===== src/hw/uart_ctl_defines.svh =====
// Offsets, field positions, reset values and timing counts of the serial port control block.
// Assumes inclusion by bare name from the package and the design module.
`ifndef UART_CTL_DEFINES_SVH
`define UART_CTL_DEFINES_SVH

// ----------------------------------------------------------------
// Register byte offsets (word aligned)
// ----------------------------------------------------------------
`define OFS_INT_STATUS 8'h00
`define OFS_INT_MASK 8'h04
`define OFS_DIV_UPPER 8'h08
`define OFS_DIV_LOWER 8'h0C
`define OFS_INT_VECTOR 8'h10
`define OFS_INPUT_PORT 8'h14
`define OFS_OUT_ASSERT 8'h18
`define OFS_OUT_NEGATE 8'h1C
`define OFS_AUX_CTRL 8'h20
`define OFS_INPUT_CHANGE 8'h24

// ----------------------------------------------------------------
// Field positions
// ----------------------------------------------------------------
`define BIT_TX_READY 0
`define BIT_RX_OR_FULL 1
`define BIT_BREAK_CHANGE 2
`define BIT_CTS_CHANGE 7
`define BIT_CTS_LEVEL 0
`define BIT_CHANGE_FLAG 4
`define BIT_RTS_CMD 0
`define BIT_AUX_CHANGE_IRQ 0
`define BIT_AUX_AUTOVEC 1
`define STATUS_USED_MASK 8'h87

// ----------------------------------------------------------------
// Reset values and timing
// ----------------------------------------------------------------
`define RST_INT_VECTOR 8'h0F
`define RST_INT_MASK 8'h00
`define RST_DIVIDER 8'h00
`define RST_AUX_CTRL 8'h00
`define PRESCALE_DIV 6'h20
`define DIVIDER_MIN 16'h0002

`endif


===== src/hw/uart_ctl_pkg.sv =====
// Types shared by the serial port control block.
// Assumes the defines header is on the include path.
package uart_ctl_pkg;
	`include "uart_ctl_defines.svh"

	typedef logic [7:0] reg8_t;
	typedef logic [15:0] divider_t;

	// Register selected by a bus access
	typedef enum logic [10:0] {
		SEL_NONE = 11'h001,
		SEL_STATUS = 11'h002,
		SEL_MASK = 11'h004,
		SEL_DIV_UP = 11'h008,
		SEL_DIV_LO = 11'h010,
		SEL_VECTOR = 11'h020,
		SEL_INPORT = 11'h040,
		SEL_OUT_SET = 11'h080,
		SEL_OUT_CLR = 11'h100,
		SEL_AUX = 11'h200,
		SEL_CHANGE = 11'h400
	} reg_sel_t;
endpackage


===== src/hw/uart_ctl.sv =====
// Serial port channel control: interrupt status and mask, baud divider,
// interrupt vector, clear-to-send input port and request-to-send commands.
// Assumes an AHB-Lite master on clk, and shifters and receive FIFO outside
// that supply the ready, full and break-edge flags.
//
// The implementer's own choices: the placing of the registers and the AHB-Lite interface to the registers.
`include "uart_ctl_defines.svh"

module uart_ctl #(
	parameter int CHANNEL = 0
) (
	input wire logic clk,
	input wire logic sys_rst,
	// AHB-Lite slave
	input wire logic hsel,
	input wire logic [7:0] haddr,
	input wire logic [1:0] htrans,
	input wire logic hwrite,
	input wire logic [2:0] hsize,
	input wire logic [31:0] hwdata,
	input wire logic hready,
	output logic hreadyout,
	output logic hresp,
	output logic [31:0] hrdata,
	// Flags from the channel's shifters and FIFO
	input wire logic transmit_ready_flag,
	input wire logic receive_ready_flag,
	input wire logic fifo_full_flag,
	input wire logic fifo_full_select,
	input wire logic break_edge,
	input wire logic reset_break_change,
	input wire logic tx_holding_write,
	output logic tx_holding_accept,
	// Clock source
	input wire logic bus_clock_select,
	output logic [15:0] baud_divider,
	output logic serial_clk_en,
	// Interrupt and DMA
	output logic irq_n,
	output logic dma_req_ch2,
	output logic dma_req_ch3,
	input wire logic int_ack,
	output logic [7:0] ack_vector,
	output logic ack_autovector,
	output logic ack_valid,
	// Modem pins
	input wire logic cts_n,
	output logic rts_n
);

	// ----------------------------------------------------------------
	// Register state
	// ----------------------------------------------------------------
	uart_ctl_pkg::reg8_t interrupt_mask_reg;
	uart_ctl_pkg::reg8_t baud_divider_upper_reg;
	uart_ctl_pkg::reg8_t baud_divider_lower_reg;
	uart_ctl_pkg::reg8_t interrupt_vector_reg;
	uart_ctl_pkg::reg8_t auxiliary_control_reg;
	logic break_change_flag_reg;
	logic cts_change_flag_reg;
	logic rts_active_reg;
	logic cts_sync1_reg;
	logic cts_sync2_reg;
	logic cts_sync3_reg;
	logic cts_level_reg;
	logic cts_level_next;
	logic cts_edge;
	logic wr_pending_reg;
	uart_ctl_pkg::reg_sel_t wr_sel_reg;
	uart_ctl_pkg::reg_sel_t addr_sel;
	logic access;
	logic rd_access;
	uart_ctl_pkg::reg8_t interrupt_status;
	uart_ctl_pkg::reg8_t rd_byte;
	logic [5:0] prescale_reg;
	logic [15:0] divcount_reg;
	logic prescale_tick;
	logic change_read;

	// ----------------------------------------------------------------
	// Address decode
	// ----------------------------------------------------------------
	// Used for both the read mux and the write capture
	function automatic uart_ctl_pkg::reg_sel_t decode(input logic [7:0] a);
		case (a)
			`OFS_INT_STATUS: decode = uart_ctl_pkg::SEL_STATUS;
			`OFS_INT_MASK: decode = uart_ctl_pkg::SEL_MASK;
			`OFS_DIV_UPPER: decode = uart_ctl_pkg::SEL_DIV_UP;
			`OFS_DIV_LOWER: decode = uart_ctl_pkg::SEL_DIV_LO;
			`OFS_INT_VECTOR: decode = uart_ctl_pkg::SEL_VECTOR;
			`OFS_INPUT_PORT: decode = uart_ctl_pkg::SEL_INPORT;
			`OFS_OUT_ASSERT: decode = uart_ctl_pkg::SEL_OUT_SET;
			`OFS_OUT_NEGATE: decode = uart_ctl_pkg::SEL_OUT_CLR;
			`OFS_AUX_CTRL: decode = uart_ctl_pkg::SEL_AUX;
			`OFS_INPUT_CHANGE: decode = uart_ctl_pkg::SEL_CHANGE;
			default: decode = uart_ctl_pkg::SEL_NONE;
		endcase
	endfunction

	// Zero wait states: every transfer finishes in one data phase
	assign hreadyout = 1'b1;
	assign hresp = 1'b0;
	assign access = hsel & htrans[1] & hready;
	assign rd_access = access & ~hwrite;
	assign addr_sel = decode(haddr);
	assign change_read = rd_access && (addr_sel == uart_ctl_pkg::SEL_CHANGE);

	// Capture write address phase; data arrives one cycle later
	always_ff @(posedge clk or posedge sys_rst) begin
		if (sys_rst) begin
			wr_pending_reg <= 1'b0;
			wr_sel_reg <= uart_ctl_pkg::SEL_NONE;
		end else if (hready) begin
			wr_pending_reg <= access & hwrite;
			wr_sel_reg <= addr_sel;
		end
	end

	// ----------------------------------------------------------------
	// Clear-to-send synchroniser
	// ----------------------------------------------------------------
	// Three flops; a change counts once the second and third agree
	always_ff @(posedge clk or posedge sys_rst) begin
		if (sys_rst) begin
			cts_sync1_reg <= 1'b1;
			cts_sync2_reg <= 1'b1;
			cts_sync3_reg <= 1'b1;
			cts_level_reg <= 1'b1;
		end else begin
			cts_sync1_reg <= cts_n;
			cts_sync2_reg <= cts_sync1_reg;
			cts_sync3_reg <= cts_sync2_reg;
			cts_level_reg <= cts_level_next;
		end
	end

	assign cts_level_next = (cts_sync2_reg == cts_sync3_reg) ? cts_sync3_reg : cts_level_reg;
	assign cts_edge = cts_level_next != cts_level_reg;

	// Change flag: an edge in the clearing read's cycle still sets it
	always_ff @(posedge clk or posedge sys_rst) begin
		if (sys_rst) begin
			cts_change_flag_reg <= 1'b0;
		end else if (cts_edge) begin
			cts_change_flag_reg <= 1'b1;
		end else if (change_read) begin
			cts_change_flag_reg <= 1'b0;
		end
	end

	// ----------------------------------------------------------------
	// Interrupt status and request
	// ----------------------------------------------------------------
	// Break-change is sticky; set beats the reset command
	always_ff @(posedge clk or posedge sys_rst) begin
		if (sys_rst) begin
			break_change_flag_reg <= 1'b0;
		end else if (break_edge) begin
			break_change_flag_reg <= 1'b1;
		end else if (reset_break_change) begin
			break_change_flag_reg <= 1'b0;
		end
	end

	// Status built from live sources, never from the mask
	always_comb begin
		interrupt_status = 8'h00;
		interrupt_status[`BIT_CTS_CHANGE] = cts_change_flag_reg
			& auxiliary_control_reg[`BIT_AUX_CHANGE_IRQ];
		interrupt_status[`BIT_BREAK_CHANGE] = break_change_flag_reg;
		interrupt_status[`BIT_RX_OR_FULL] = fifo_full_select ? fifo_full_flag
			: receive_ready_flag;
		interrupt_status[`BIT_TX_READY] = transmit_ready_flag;
	end

	// Request is low whenever any unmasked status bit is set
	assign irq_n = ~|(interrupt_status & interrupt_mask_reg);

	// DMA request follows the masked FIFO-full source of this channel
	generate
		if (CHANNEL == 0) begin : g_ch0
			assign dma_req_ch2 = fifo_full_select & fifo_full_flag
				& interrupt_mask_reg[`BIT_RX_OR_FULL];
			assign dma_req_ch3 = 1'b0;
		end else begin : g_ch1
			assign dma_req_ch2 = 1'b0;
			assign dma_req_ch3 = fifo_full_select & fifo_full_flag
				& interrupt_mask_reg[`BIT_RX_OR_FULL];
		end
	endgenerate

	// Holding-register writes pass only while transmit-ready is set
	assign tx_holding_accept = tx_holding_write & transmit_ready_flag;

	// ----------------------------------------------------------------
	// Software registers
	// ----------------------------------------------------------------
	// Mask, divider, vector and control bytes take the low data lane
	always_ff @(posedge clk or posedge sys_rst) begin
		if (sys_rst) begin
			interrupt_mask_reg <= `RST_INT_MASK;
			baud_divider_upper_reg <= `RST_DIVIDER;
			baud_divider_lower_reg <= `RST_DIVIDER;
			interrupt_vector_reg <= `RST_INT_VECTOR;
			auxiliary_control_reg <= `RST_AUX_CTRL;
		end else if (wr_pending_reg) begin
			case (wr_sel_reg)
				uart_ctl_pkg::SEL_MASK: begin
					interrupt_mask_reg <= hwdata[7:0] & `STATUS_USED_MASK;
				end
				uart_ctl_pkg::SEL_DIV_UP: begin
					baud_divider_upper_reg <= hwdata[7:0];
				end
				uart_ctl_pkg::SEL_DIV_LO: begin
					baud_divider_lower_reg <= hwdata[7:0];
				end
				uart_ctl_pkg::SEL_VECTOR: begin
					interrupt_vector_reg <= hwdata[7:0];
				end
				uart_ctl_pkg::SEL_AUX: begin
					auxiliary_control_reg <= {6'h00, hwdata[1:0]};
				end
				default: begin
				end
			endcase
		end
	end

	// Request-to-send: set and clear commands; a zero bit changes nothing
	always_ff @(posedge clk or posedge sys_rst) begin
		if (sys_rst) begin
			rts_active_reg <= 1'b0;
		end else if (wr_pending_reg && hwdata[`BIT_RTS_CMD]) begin
			if (wr_sel_reg == uart_ctl_pkg::SEL_OUT_SET) begin
				rts_active_reg <= 1'b1;
			end else if (wr_sel_reg == uart_ctl_pkg::SEL_OUT_CLR) begin
				rts_active_reg <= 1'b0;
			end
		end
	end

	assign rts_n = ~rts_active_reg;

	// ----------------------------------------------------------------
	// Read data
	// ----------------------------------------------------------------
	// Divider and command registers read as zero; unmapped reads zero too
	always_comb begin
		rd_byte = 8'h00;
		case (addr_sel)
			uart_ctl_pkg::SEL_STATUS: rd_byte = interrupt_status;
			uart_ctl_pkg::SEL_MASK: rd_byte = interrupt_mask_reg;
			uart_ctl_pkg::SEL_VECTOR: rd_byte = interrupt_vector_reg;
			uart_ctl_pkg::SEL_INPORT: rd_byte[`BIT_CTS_LEVEL] = cts_level_reg;
			uart_ctl_pkg::SEL_AUX: rd_byte = auxiliary_control_reg;
			uart_ctl_pkg::SEL_CHANGE: begin
				rd_byte[`BIT_CHANGE_FLAG] = cts_change_flag_reg;
				rd_byte[`BIT_CTS_LEVEL] = cts_level_reg;
			end
			default: rd_byte = 8'h00;
		endcase
	end

	// Latched at the address phase so the pin level is frozen for the read
	always_ff @(posedge clk or posedge sys_rst) begin
		if (sys_rst) begin
			hrdata <= 32'h00000000;
		end else if (rd_access) begin
			hrdata <= {24'h000000, rd_byte};
		end
	end

	// ----------------------------------------------------------------
	// Baud rate generation
	// ----------------------------------------------------------------
	assign baud_divider = {baud_divider_upper_reg, baud_divider_lower_reg};

	// Fixed divide-by-32 prescaler on the bus clock
	always_ff @(posedge clk or posedge sys_rst) begin
		if (sys_rst) begin
			prescale_reg <= 6'h00;
		end else if (!bus_clock_select || prescale_tick) begin
			prescale_reg <= 6'h00;
		end else begin
			prescale_reg <= prescale_reg + 6'h01;
		end
	end

	assign prescale_tick = bus_clock_select && (prescale_reg == `PRESCALE_DIV - 6'h01);

	// Divider counter; values below the minimum give a tick every prescale
	// period, which is why software must keep to the floor
	always_ff @(posedge clk or posedge sys_rst) begin
		if (sys_rst) begin
			divcount_reg <= 16'h0000;
			serial_clk_en <= 1'b0;
		end else if (!bus_clock_select) begin
			divcount_reg <= 16'h0000;
			serial_clk_en <= 1'b0;
		end else if (prescale_tick) begin
			if (divcount_reg + 16'h0001 >= baud_divider) begin
				divcount_reg <= 16'h0000;
				serial_clk_en <= 1'b1;
			end else begin
				divcount_reg <= divcount_reg + 16'h0001;
				serial_clk_en <= 1'b0;
			end
		end else begin
			serial_clk_en <= 1'b0;
		end
	end

	// ----------------------------------------------------------------
	// Interrupt acknowledge
	// ----------------------------------------------------------------
	// One-cycle answer one edge after the acknowledge strobe
	always_ff @(posedge clk or posedge sys_rst) begin
		if (sys_rst) begin
			ack_valid <= 1'b0;
			ack_vector <= `RST_INT_VECTOR;
			ack_autovector <= 1'b0;
		end else begin
			ack_valid <= int_ack;
			if (int_ack) begin
				ack_vector <= interrupt_vector_reg;
				ack_autovector <= auxiliary_control_reg[`BIT_AUX_AUTOVEC];
			end
		end
	end

endmodule


===== config.mk =====
export PLATFORM = sky130hd
export DESIGN_NAME = uart_ctl
export DESIGN_NICKNAME = d
export VERILOG_FILES = /design/src/hw/uart_ctl_pkg.sv /design/src/hw/uart_ctl.sv
export VERILOG_INCLUDE_DIRS = /design/src /design/src/hw
export SDC_FILE = /design/constraint.sdc
export NUM_CORES = 1
export LEC_CHECK = 0
export BUFFER_PORTS_ARGS = -buffer_cell sky130_fd_sc_hd__buf_2
export CORE_ASPECT_RATIO = 1.1
export CORE_MARGIN = 3
export CORE_UTILIZATION = 53
export CTS_BUF_LIST = sky130_fd_sc_hd__clkbuf_8 sky130_fd_sc_hd__clkbuf_16
export CTS_CLUSTER_DIAMETER = 40
export DETAILED_ROUTE_END_ITERATION = 12
export PLACE_DENSITY = 0.8
export SLEW_MARGIN = 20
export SYNTH_ARGS = -nofsm -noshare
export SYNTH_HDL_FRONTEND = slang
export SYNTH_SLANG_ARGS = --single-unit

===== constraint.sdc =====
create_clock -name clk -period 4.15 [get_ports clk]
set_input_delay 0.415 -clock clk [delete_from_list [all_inputs] [get_ports clk]]
set_output_delay 0.415 -clock clk [all_outputs]
set_load 0.05 [all_outputs]

# Word-level counts from Yosys, hierarchy flattened
# Cells that the tools add are included.
[op_classes]
addsub = 2
n_mul = 0
div = 0
order_cmp = 1
eq_ne = 26
shifts = 0
mux = 20
n_bitwise = 11
n_reduce_logical = 18
[op_table]
columns = ["op", "count"]
rows = [
  ["$pmux 11 s10", 1],
  ["$mux 16", 3],
  ["$eq 8x5->1 const B", 4],
  ["$eq 11x10->1 const B", 2],
  ["$eq 11x3->1 const B", 2],
  ["$eq 11x6->1 const B", 2],
  ["$add 16x1->16 const B", 1],
  ["$eq 8x4->1 const B", 2],
  ["$eq 8x6->1 const B", 2],
  ["$ge 16x16->1", 1],
  ["$pmux 3 s4", 1],
  ["$reduce_and 2->1", 6],
  ["$eq 11x11->1 const B", 1],
  ["$eq 11x2->1 const B", 1],
  ["$eq 11x4->1 const B", 1],
  ["$eq 11x5->1 const B", 1],
  ["$eq 11x7->1 const B", 1],
  ["$eq 11x8->1 const B", 1],
  ["$eq 11x9->1 const B", 1],
  ["$mux 1", 11],
  ["$pmux 3 s3", 1],
  ["$and 1x1->1", 8],
  ["$and 8x8->8", 1],
  ["$eq 8x3->1 const B", 1],
  ["16 further kinds", 22],
]
[word_totals]
reg_bits = 90
latchBits = 0
ramBits = 0
mem_bits_ro = 0
input_bits = 60
elab_cells = 99
memories = 0

# Logic depth before layout (Yosys ltp)
# Gate-level depths: netlist (run 1).
[depth]
depth_word = 6
depth_mapped = 12
ltp_nobuf = 11

# Worst setup path after synthesis (run 1)
# OpenSTA, ideal clock, no wires.
[synth_path]
path_type = "reg-to-reg"
from = "register divcount_reg[2]"
to = "register divcount_reg[3]"
arrival_time_ns = 3.075
t_required_ns = 4.084
slack_ns = 1.009
path_stages_with_launch = 13
n_path_buf = 2
cell_sequence = "dfrtp_1 -> clkbuf_1 -> and3_1 -> nand3_1 -> nor4_1 -> xnor2_1 -> ha_1 -> nand4_1 -> a21oi_1 -> nor4_1 -> o21a_1 -> buf_2 -> a22o_1"
[synth_via]
elab_chain_cells = 5
[synth_lines]
columns = ["element", "line_no", "rtl"]
rows = [
  ["from (decl)", "uart_ctl.sv:76", "logic [15:0] divcount_reg;"],
  ["from (signal assigned)", "uart_ctl.sv:305", "divcount_reg <= divcount_reg + 16'h0001;"],
  ["$add 16x1->16 (*)", "uart_ctl.sv:301, uart_ctl.sv:305", ""],
  ["$ge 16x16->1", "uart_ctl.sv:301", "if (divcount_reg + 16'h0001 >= baud_divider) begin"],
  ["$mux 16 (*)", "uart_ctl.sv:301", ""],
  ["$mux 16 (*)", "uart_ctl.sv:300", "end else if (prescale_tick) begin"],
  ["$mux 16 (*)", "uart_ctl.sv:297", "end else if (!bus_clock_select) begin"],
]
# Every way passes the cells marked *; elsewhere a longest branch is shown, timed or not. The select of a mux whose other input is x is not followed.
# A chain may end at the register's enable or synchronous reset.

# Worst setup path after layout (run 1)
[layout_path]
from = "register divcount_reg[0]"
to = "register divcount_reg[1]"
# The elaborated chain is that of the path after synthesis.

==> results of run 1 <==
==> worst paths after layout <==
path / slack, ns / endpoint / depth (start not counted)
max in group asynchronous: 3.07 / ack_vector[3] / 3
worst max-delay path: 0.66 / divcount_reg[1] / 12
worst max register to register: 0.66 / divcount_reg[1] / 12
min in group asynchronous: 0.18 / divcount_reg[7] / 2
worst min register to register: 0.37 / cts_sync2_reg / 0
worst min-delay path: 0.13 / cts_sync1_reg / 1
==> layout make-up <==
| class | instances | area, um^2 | share of cell area [%] |
|---|---|---|---|
| clock inverters | 7 | 57.6 | 1.11 |
| inverters | 33 | 126 | 2.43 |
| well taps | 111 | 139 | 2.67 |
| clock buffers | 9 | 124 | 2.38 |
| repair buffers | 73 | 373 | 7.17 |
| multi-input cells | 306 | 2110 | 40.6 |
| flip-flops and latches | 90 | 2270 | 43.6 |
==> power by group <==
part,total [W],internal [W],switching [W]
clock network,0.000568,0.000227,0.000340
logic,0.000243,0.0000588,0.000184
registers,0.000933,0.000912,0.0000217
==> cell families (layout without fill, tap and decap cells) <==
family | count (synthesis) | in the layout | share of synthesized area, %
AOI/OAI and AO/OA | 78 | 78 | 10.9
DFF | 90 | 90 | 48.6
other | 2 | 27 | 0.161
xor gates and xnor gates | 18 | 18 | 3.38
muxes | 36 | 36 | 9.31
and+or+nand+nor | 128 | 128 | 14.3
buffers and inverters | 74 | 122 | 8.31
adders and majority gates | 19 | 19 | 5.04
==> cell usage in the layout (no fill, tap or decap), types with 6 or more instances in the layout <==
cell type and n:
sky130_fd_sc_hd__nor2b_1 9, sky130_fd_sc_hd__buf_2 70, sky130_fd_sc_hd__mux2_4 8, sky130_fd_sc_hd__a22o_1 12
sky130_fd_sc_hd__inv_1 32, sky130_fd_sc_hd__mux2_2 27, sky130_fd_sc_hd__nand2_1 35, sky130_fd_sc_hd__xnor2_1 12
sky130_fd_sc_hd__o21ai_0 26, sky130_fd_sc_hd__clkbuf_8 9, sky130_fd_sc_hd__a21oi_1 12, sky130_fd_sc_hd__nor2_1 18
sky130_fd_sc_hd__dfrtp_1 77, sky130_fd_sc_hd__nand4_1 10, sky130_fd_sc_hd__ha_1 18, sky130_fd_sc_hd__dfstp_2 13
sky130_fd_sc_hd__and3_1 8, sky130_fd_sc_hd__nand3_1 19, sky130_fd_sc_hd__xor2_1 6, sky130_fd_sc_hd__conb_1 27
==> critical path: cells and delay by family, from the launching register on <==
kind,cells,cell delay (ns)
xor+xnor,1,0.23
fa+ha+maj,2,0.59
simple gates,5,1.23
compound gates,3,0.72
flops,1,0.46
buf+inv,1,0.19
==> layer usage <==
layer | part of all wire [%] | track usage (%) | vias to the layer above
li1 | - | - | 1638
met4 | 3.9 | 10.7 | 0
met3 | 6.2 | 3.62 | 32
met1 | 39 | 26.7 | 1674
met2 | 51 | 35.3 | 134
met5 | 0 | 0 | -
==> metrics by stage <==
| step | power (W) | instances | area, um^2 |
|---|---|---|---|
| 6_report | 0.00174 | 629 | 5200 |
| 5_1_grt | 0.00182 | 629 | 5200 |
| 4_1_cts | 0.00175 | 629 | 5200 |
| 3_5_place_dp | 0.00119 | 613 | 5010 |
| 3_3_place_gp | 0.00119 | 613 | 5010 |
| 2_1_floorplan | 0.00115 | 470 | 4760 |
==> results.txt, run 1 <==
On the worst path, the slowest cell contributes a delay of 0.46 ns. The relative area change from synthesis to final layout came out at 11.4%. The startpoint of the most critical hold path is cts_n.

The number of sinks handled by clock tree synthesis is 90. The slowest stage of the critical path is the sky130_fd_sc_hd__dfrtp_1 cell. The number of post-CTS setup repair buffers is 0. The initial antenna violation count came out at 0.

The post-synthesis async set-or-reset flop share came out at 100%. In this run the static leakage power is 2.49 nW. The clock slew at the register clock pins of the worst setup and hold paths is 0.10 ns. By count the netlist is led by sky130_fd_sc_hd__dfrtp_1 (77), sky130_fd_sc_hd__nand2_1 (35), sky130_fd_sc_hd__inv_1 (33). The count of max-cap constraint violations is 0. The number of flip-flops and latches in the synthesized netlist came out at 90. The smallest setup slack after layout is 0.659 ns. Setup repair after global routing left no endpoint under its margin.

The total negative slack for setup checks is 0 ns. The final number of max-transition violations came out at 0. The leftover overflow at the end of global routing came out at 0.

The number of buffers added by the clock tree synthesis step is 9. Summed over all instances, the cell type with the most area after synthesis is sky130_fd_sc_hd__dfrtp_1. The synthesized design contains 0 enable-type register cells. The largest net degree at the start of global routing came out at 63. The shortest period the worst path allows came out at 3.49 ns. The width of the die is 95.5 um. The first-pass iteration count of the detailed router is 4. Port buffering added 70 buffers.

The number of DRC markers after the initial detailed-route iteration came out at 165. The most used flip-flop cell after synthesis is sky130_fd_sc_hd__dfrtp_1. Yosys attributes the largest share of cell area to sky130_fd_sc_hd__dfrtp_1 (41%), sky130_fd_sc_hd__dfstp_2 (7.3%), sky130_fd_sc_hd__mux2_2 (6.5%).

The maximum clock path buffer count came out at 2. The via count of the first global-routing pass is 3491. The type of the most critical hold path is input port to flop. The maximum clock frequency is 286 MHz.

The post-route clock skew came out at 0.0125 ns. The final estimated routing congestion in global placement is 0.893. The half-perimeter wire length after placement is 7510 um.

The register with the most flip-flops in the layout has 16 of them. The core area is 8500 um^2. For this block, the routed nets add up to 10100 um of wire.

The maximum fanout count along the critical path came out at 12. The maximum ir drop on the vdd rail is 251 uV. The I/O pin total came out at 126. The final count of hold timing violations came out at 0.

The worst setup path is captured at a flop. Power spread over the standard cell area amounts to 335 nW/um^2. The floorplan has 35 rows. The tree is rooted in a sky130_fd_sc_hd__clkbuf_8. The clock latency on the worst-skew pair is 0.37 ns. The run finished with clean final reports.

The worst setup path is launched from a flop. For the pin with the worst max-slew slack, the measured transition is 0.950 ns. The data arrival at the endpoint of the critical path is 3.79 ns. The smallest hold slack is 0.134 ns.

The count of different cell masters after synthesis is 50. The mean instance size in the synthesized netlist is 10.5 um^2. The worst slew margin relative to its limit is 36.5%. Data on the critical path is required at its endpoint by 4.45 ns.

The cell area that synthesis handed to floorplanning was 4670 um^2. The H-tree depth reported by CTS came out at 3. The kind of critical path is flop to flop.

During synthesis, Yosys emitted a total of 0 warnings. The most common cell in the synthesized netlist is sky130_fd_sc_hd__dfrtp_1. The final routed wire length divided by cell count is 16.1 um.

The number of nets in the final layout is 591. The routed layout has 3478 vias. The count of final setup violators is 0. Sequential elements use 48.6% of the synthesized area. The critical path starts at divcount_reg[0]. The total global-route track usage came out at 21.4%. The launching point of the worst reg2reg path is divcount_reg[0]. Measured along the y axis, the die boundary spans 104 um.

The die area came out at 9970 um^2. The post-cts resize count came out at 0. The share of the synthesized area in the top cell type is 41.3%. The post-route antenna net violation count came out at 0. OpenSTA, run right after detailed placement, puts the worst setup slack at 0.729 ns. TritonCTS built the clock tree. The starting density of the core is 54.9%. The hold buffer count at CTS is 0. The average vias per placed instance is 5.53.

Of the available clock period, the critical path in the final layout requires 84.1%. The critical path goes through ha_1, nand4_1, nor3_1, nand3_1, xnor2_1, ha_1, nand4_1, a211oi_1, nor4_1, buf_4, o21a_1, a22o_1. The repair_antennas step left the layout with diodes totalling 0.

The count of mapped cells out of synthesis is 445. Cells with a size suffix above 1 make up 27.2% of the layout. The number of filler cells placed in the layout is 724. The core utilization of the finished layout is 61.2%. After detailed routing, the number of remaining DRC violations is 0. The first-pass GRT wire length is 16700 um.
Power figures use the tool's default switching activity.
==> inputs of run 2 (changes only) <==
clock period = 3.54 ns   (was 4.15 ns; I/O delays follow)
==> results.txt, run 2 (synthesis gave the netlist of run 1 again) <==
The first-pass iteration count of the detailed router came out at 5. The type of the most critical hold path is input port to async pin. For this run, the slowest stage of the critical path takes 0.56 ns. The worst setup path is captured at a flop.

The hold buffer count at CTS came out at 0. The met3 capacity usage during global routing came out at 5.72%. The average vias per placed instance came out at 5.55. The largest individual stage delay along the critical path comes from the cell sky130_fd_sc_hd__nor4_1.

The initial antenna violation count is 0. Data arrives at the worst endpoint at 3.50 ns. Clock-pin slew was measured on the worst setup and hold paths at 0.10 ns.

In this run the worst path has a maximum fanout of 9. The library cell used most frequently in the layout, excluding fill and tap cells, is sky130_fd_sc_hd__dfrtp_1. The first global-routing pass estimated 16800 um of wire. In this run the power density over the cells is 407 nW/um^2. The count of input and output buffers is 70. The post-route antenna net violation count is 0.

Global routing consumed, on the met1 layer, 27.3% of the routing resources. The total buffers and inverters traversed by the critical path came out at 1. The maximum ir drop on the vdd rail came out at 268 uV. The global-route track usage on met2 is 36.4%. Counting stages on the worst path, the most repeated cell is sky130_fd_sc_hd__nand4_1. The number of nets in the final layout is 598.

In the layout the commonest cells are sky130_fd_sc_hd__dfrtp_1 (77), sky130_fd_sc_hd__buf_2 (70), sky130_fd_sc_hd__nand2_1 (35), sky130_fd_sc_hd__inv_1 (32). For the pin with the worst max-slew slack, the measured transition is 0.933 ns. 0 antenna diodes ended up in the layout. Global routing used 21.7% of the available tracks across all layers. The smallest setup slack after layout came out at 0.296 ns. The post-placement worst setup slack is 0.363 ns. The width of the die is 95.5 um.

In this run the standard cell core region covers 8500 um^2. The number of vias in the routed layout is 3528. The number of DRC markers after the initial detailed-route iteration is 181. At the later pin of the worst-skew pair, clock insertion delay measures 0.36 ns. The relative area change from synthesis to final layout is 13.2%. The number of buffers added by the clock tree synthesis step came out at 9. Counting every sink on the clock net gives 90. The count of max-cap constraint violations came out at 0.

The total negative slack for setup checks is 0 ns. The routed wire length is 10100 um. The standby leakage power came out at 2.54 nW.

After global routing the overflow that remains totals 0. The number of flip-flops under the largest register name is 16. 126 I/O pins were placed.

Of the cells placed in the final design, the portion with a size suffix greater than 1 is 28.2%. The number of remaining DRC errors is 0. The critical path is of the flop to flop type. The worst slew margin relative to its limit is 37.6%.

The starting density of the core is 54.9%. The count of final setup violators is 0. The critical path's top delay family is simple AND/OR/NAND/NOR gates. The final count of hold timing violations came out at 0. Setup repair after global routing left no endpoint under its margin.

Entering global routing, the biggest net connects 38 pins. The post-route clock skew came out at 0.0113 ns. Row generation in the floorplan step produced 35 rows.

The vertical extent of the die is 104 um. The H-tree depth reported by CTS came out at 3. The post-cts resize count is 0. The layer flagged by global routing as most heavily used is met2.

The die area came out at 9970 um^2. The clock tree from TritonCTS is done. The final routed wire length divided by cell count is 15.9 um.

Subtracting the final worst setup slack from the clock period gives 3.24 ns. The final estimated routing congestion in global placement came out at 0.936. The number of post-CTS setup repair buffers is 0. The type of origin of the critical path is a flop. The clock passes through at most 2 buffers. The half-perimeter wire length after placement is 7550 um.

The smallest hold slack is 0.0369 ns. The critical path required time came out at 3.79 ns. The critical path goes through and3_1, nand3_1, nor4_1, xnor2_1, ha_1, nand4_1, nor2_1, nand4_1, o21a_1, buf_4, a22o_1.

The final critical-path share of the clock period came out at 91.6%. The flow ran to the end, and the final reports show no timing, DRC or antenna violations. The maximum clock frequency is 308 MHz. The final number of max-transition violations was 0. The via count of the first global-routing pass is 3423. The root buffer cell chosen for the clock tree is sky130_fd_sc_hd__clkbuf_8.
-- run 2: cell count changes in the layout (fill, tap and decap cells not counted), sizes merged --
cell and change:
bufinv +1, clkinvlp -1, buf +7
-- run 2: path summary, 6_finish.rpt --
path | start | to | slack, ns | depth (start not counted)
setup / recovery | divcount_reg[2] | divcount_reg[1] | 0.30 | 11
min in group clk | cts_n | cts_sync1_reg | 0.08 | 1
max in group asynchronous | sys_rst | interrupt_vector_reg[1] | 2.61 | 3
setup reg to reg | divcount_reg[2] | divcount_reg[1] | 0.30 | 11
hold / removal | sys_rst | wr_pending_reg | 0.04 | 2
hold reg to reg | cts_sync1_reg | cts_sync2_reg | 0.36 | 0
-- run 2: routing by layer --
metal,vias up,part of all wire [%]
met5,-,0
met4,0,2.4
met3,18,6.4
met2,131,52
met1,1727,40
li1,1652,-
-- run 2: worst register-to-register path, stage by stage (launching register included) --
cell,delay (ns)
sky130_fd_sc_hd__dfrtp_1,0.51
sky130_fd_sc_hd__and3_1,0.23
sky130_fd_sc_hd__nand3_1,0.11
sky130_fd_sc_hd__nor4_1,0.56
sky130_fd_sc_hd__xnor2_1,0.14
sky130_fd_sc_hd__ha_1,0.32
sky130_fd_sc_hd__nand4_1,0.16
sky130_fd_sc_hd__nor2_1,0.18
sky130_fd_sc_hd__nand4_1,0.27
sky130_fd_sc_hd__o21a_1,0.28
sky130_fd_sc_hd__buf_4,0.16
sky130_fd_sc_hd__a22o_1,0.19
-- run 2: power breakdown --
part / internal, W / leakage [nW] / switching [W]
Sequential: 0.00107 / 1.10 / 0.0000248
Combinational: 0.0000703 / 1.34 / 0.000217
Clock: 0.000349 / 0.108 / 0.000420
Total: 0.00149 / 2.54 / 0.000662
-- run 2: layout make-up --
| type | instances | area [um^2] |
|---|---|---|
| fillers | 701 | 3210 |
| flip-flops and latches | 90 | 2270 |
| multi-input cells | 306 | 2110 |
| repair buffers | 80 | 425 |
| well taps | 111 | 139 |
| inverters | 33 | 125 |
| clock buffers | 9 | 124 |
| clock inverters | 7 | 91.3 |
-- run 2: stage by stage --
stage	std cells	total power, W	cell area, um^2	utilization (%)
6_report	636	0.00215	5280	62.2
5_1_grt	636	0.00224	5280	62.2
4_1_cts	636	0.00217	5280	62.2
3_5_place_dp	620	0.00140	5070	59.6
3_3_place_gp	620	0.00140	5070	59.6
2_1_floorplan	470	0.00135	4760	-
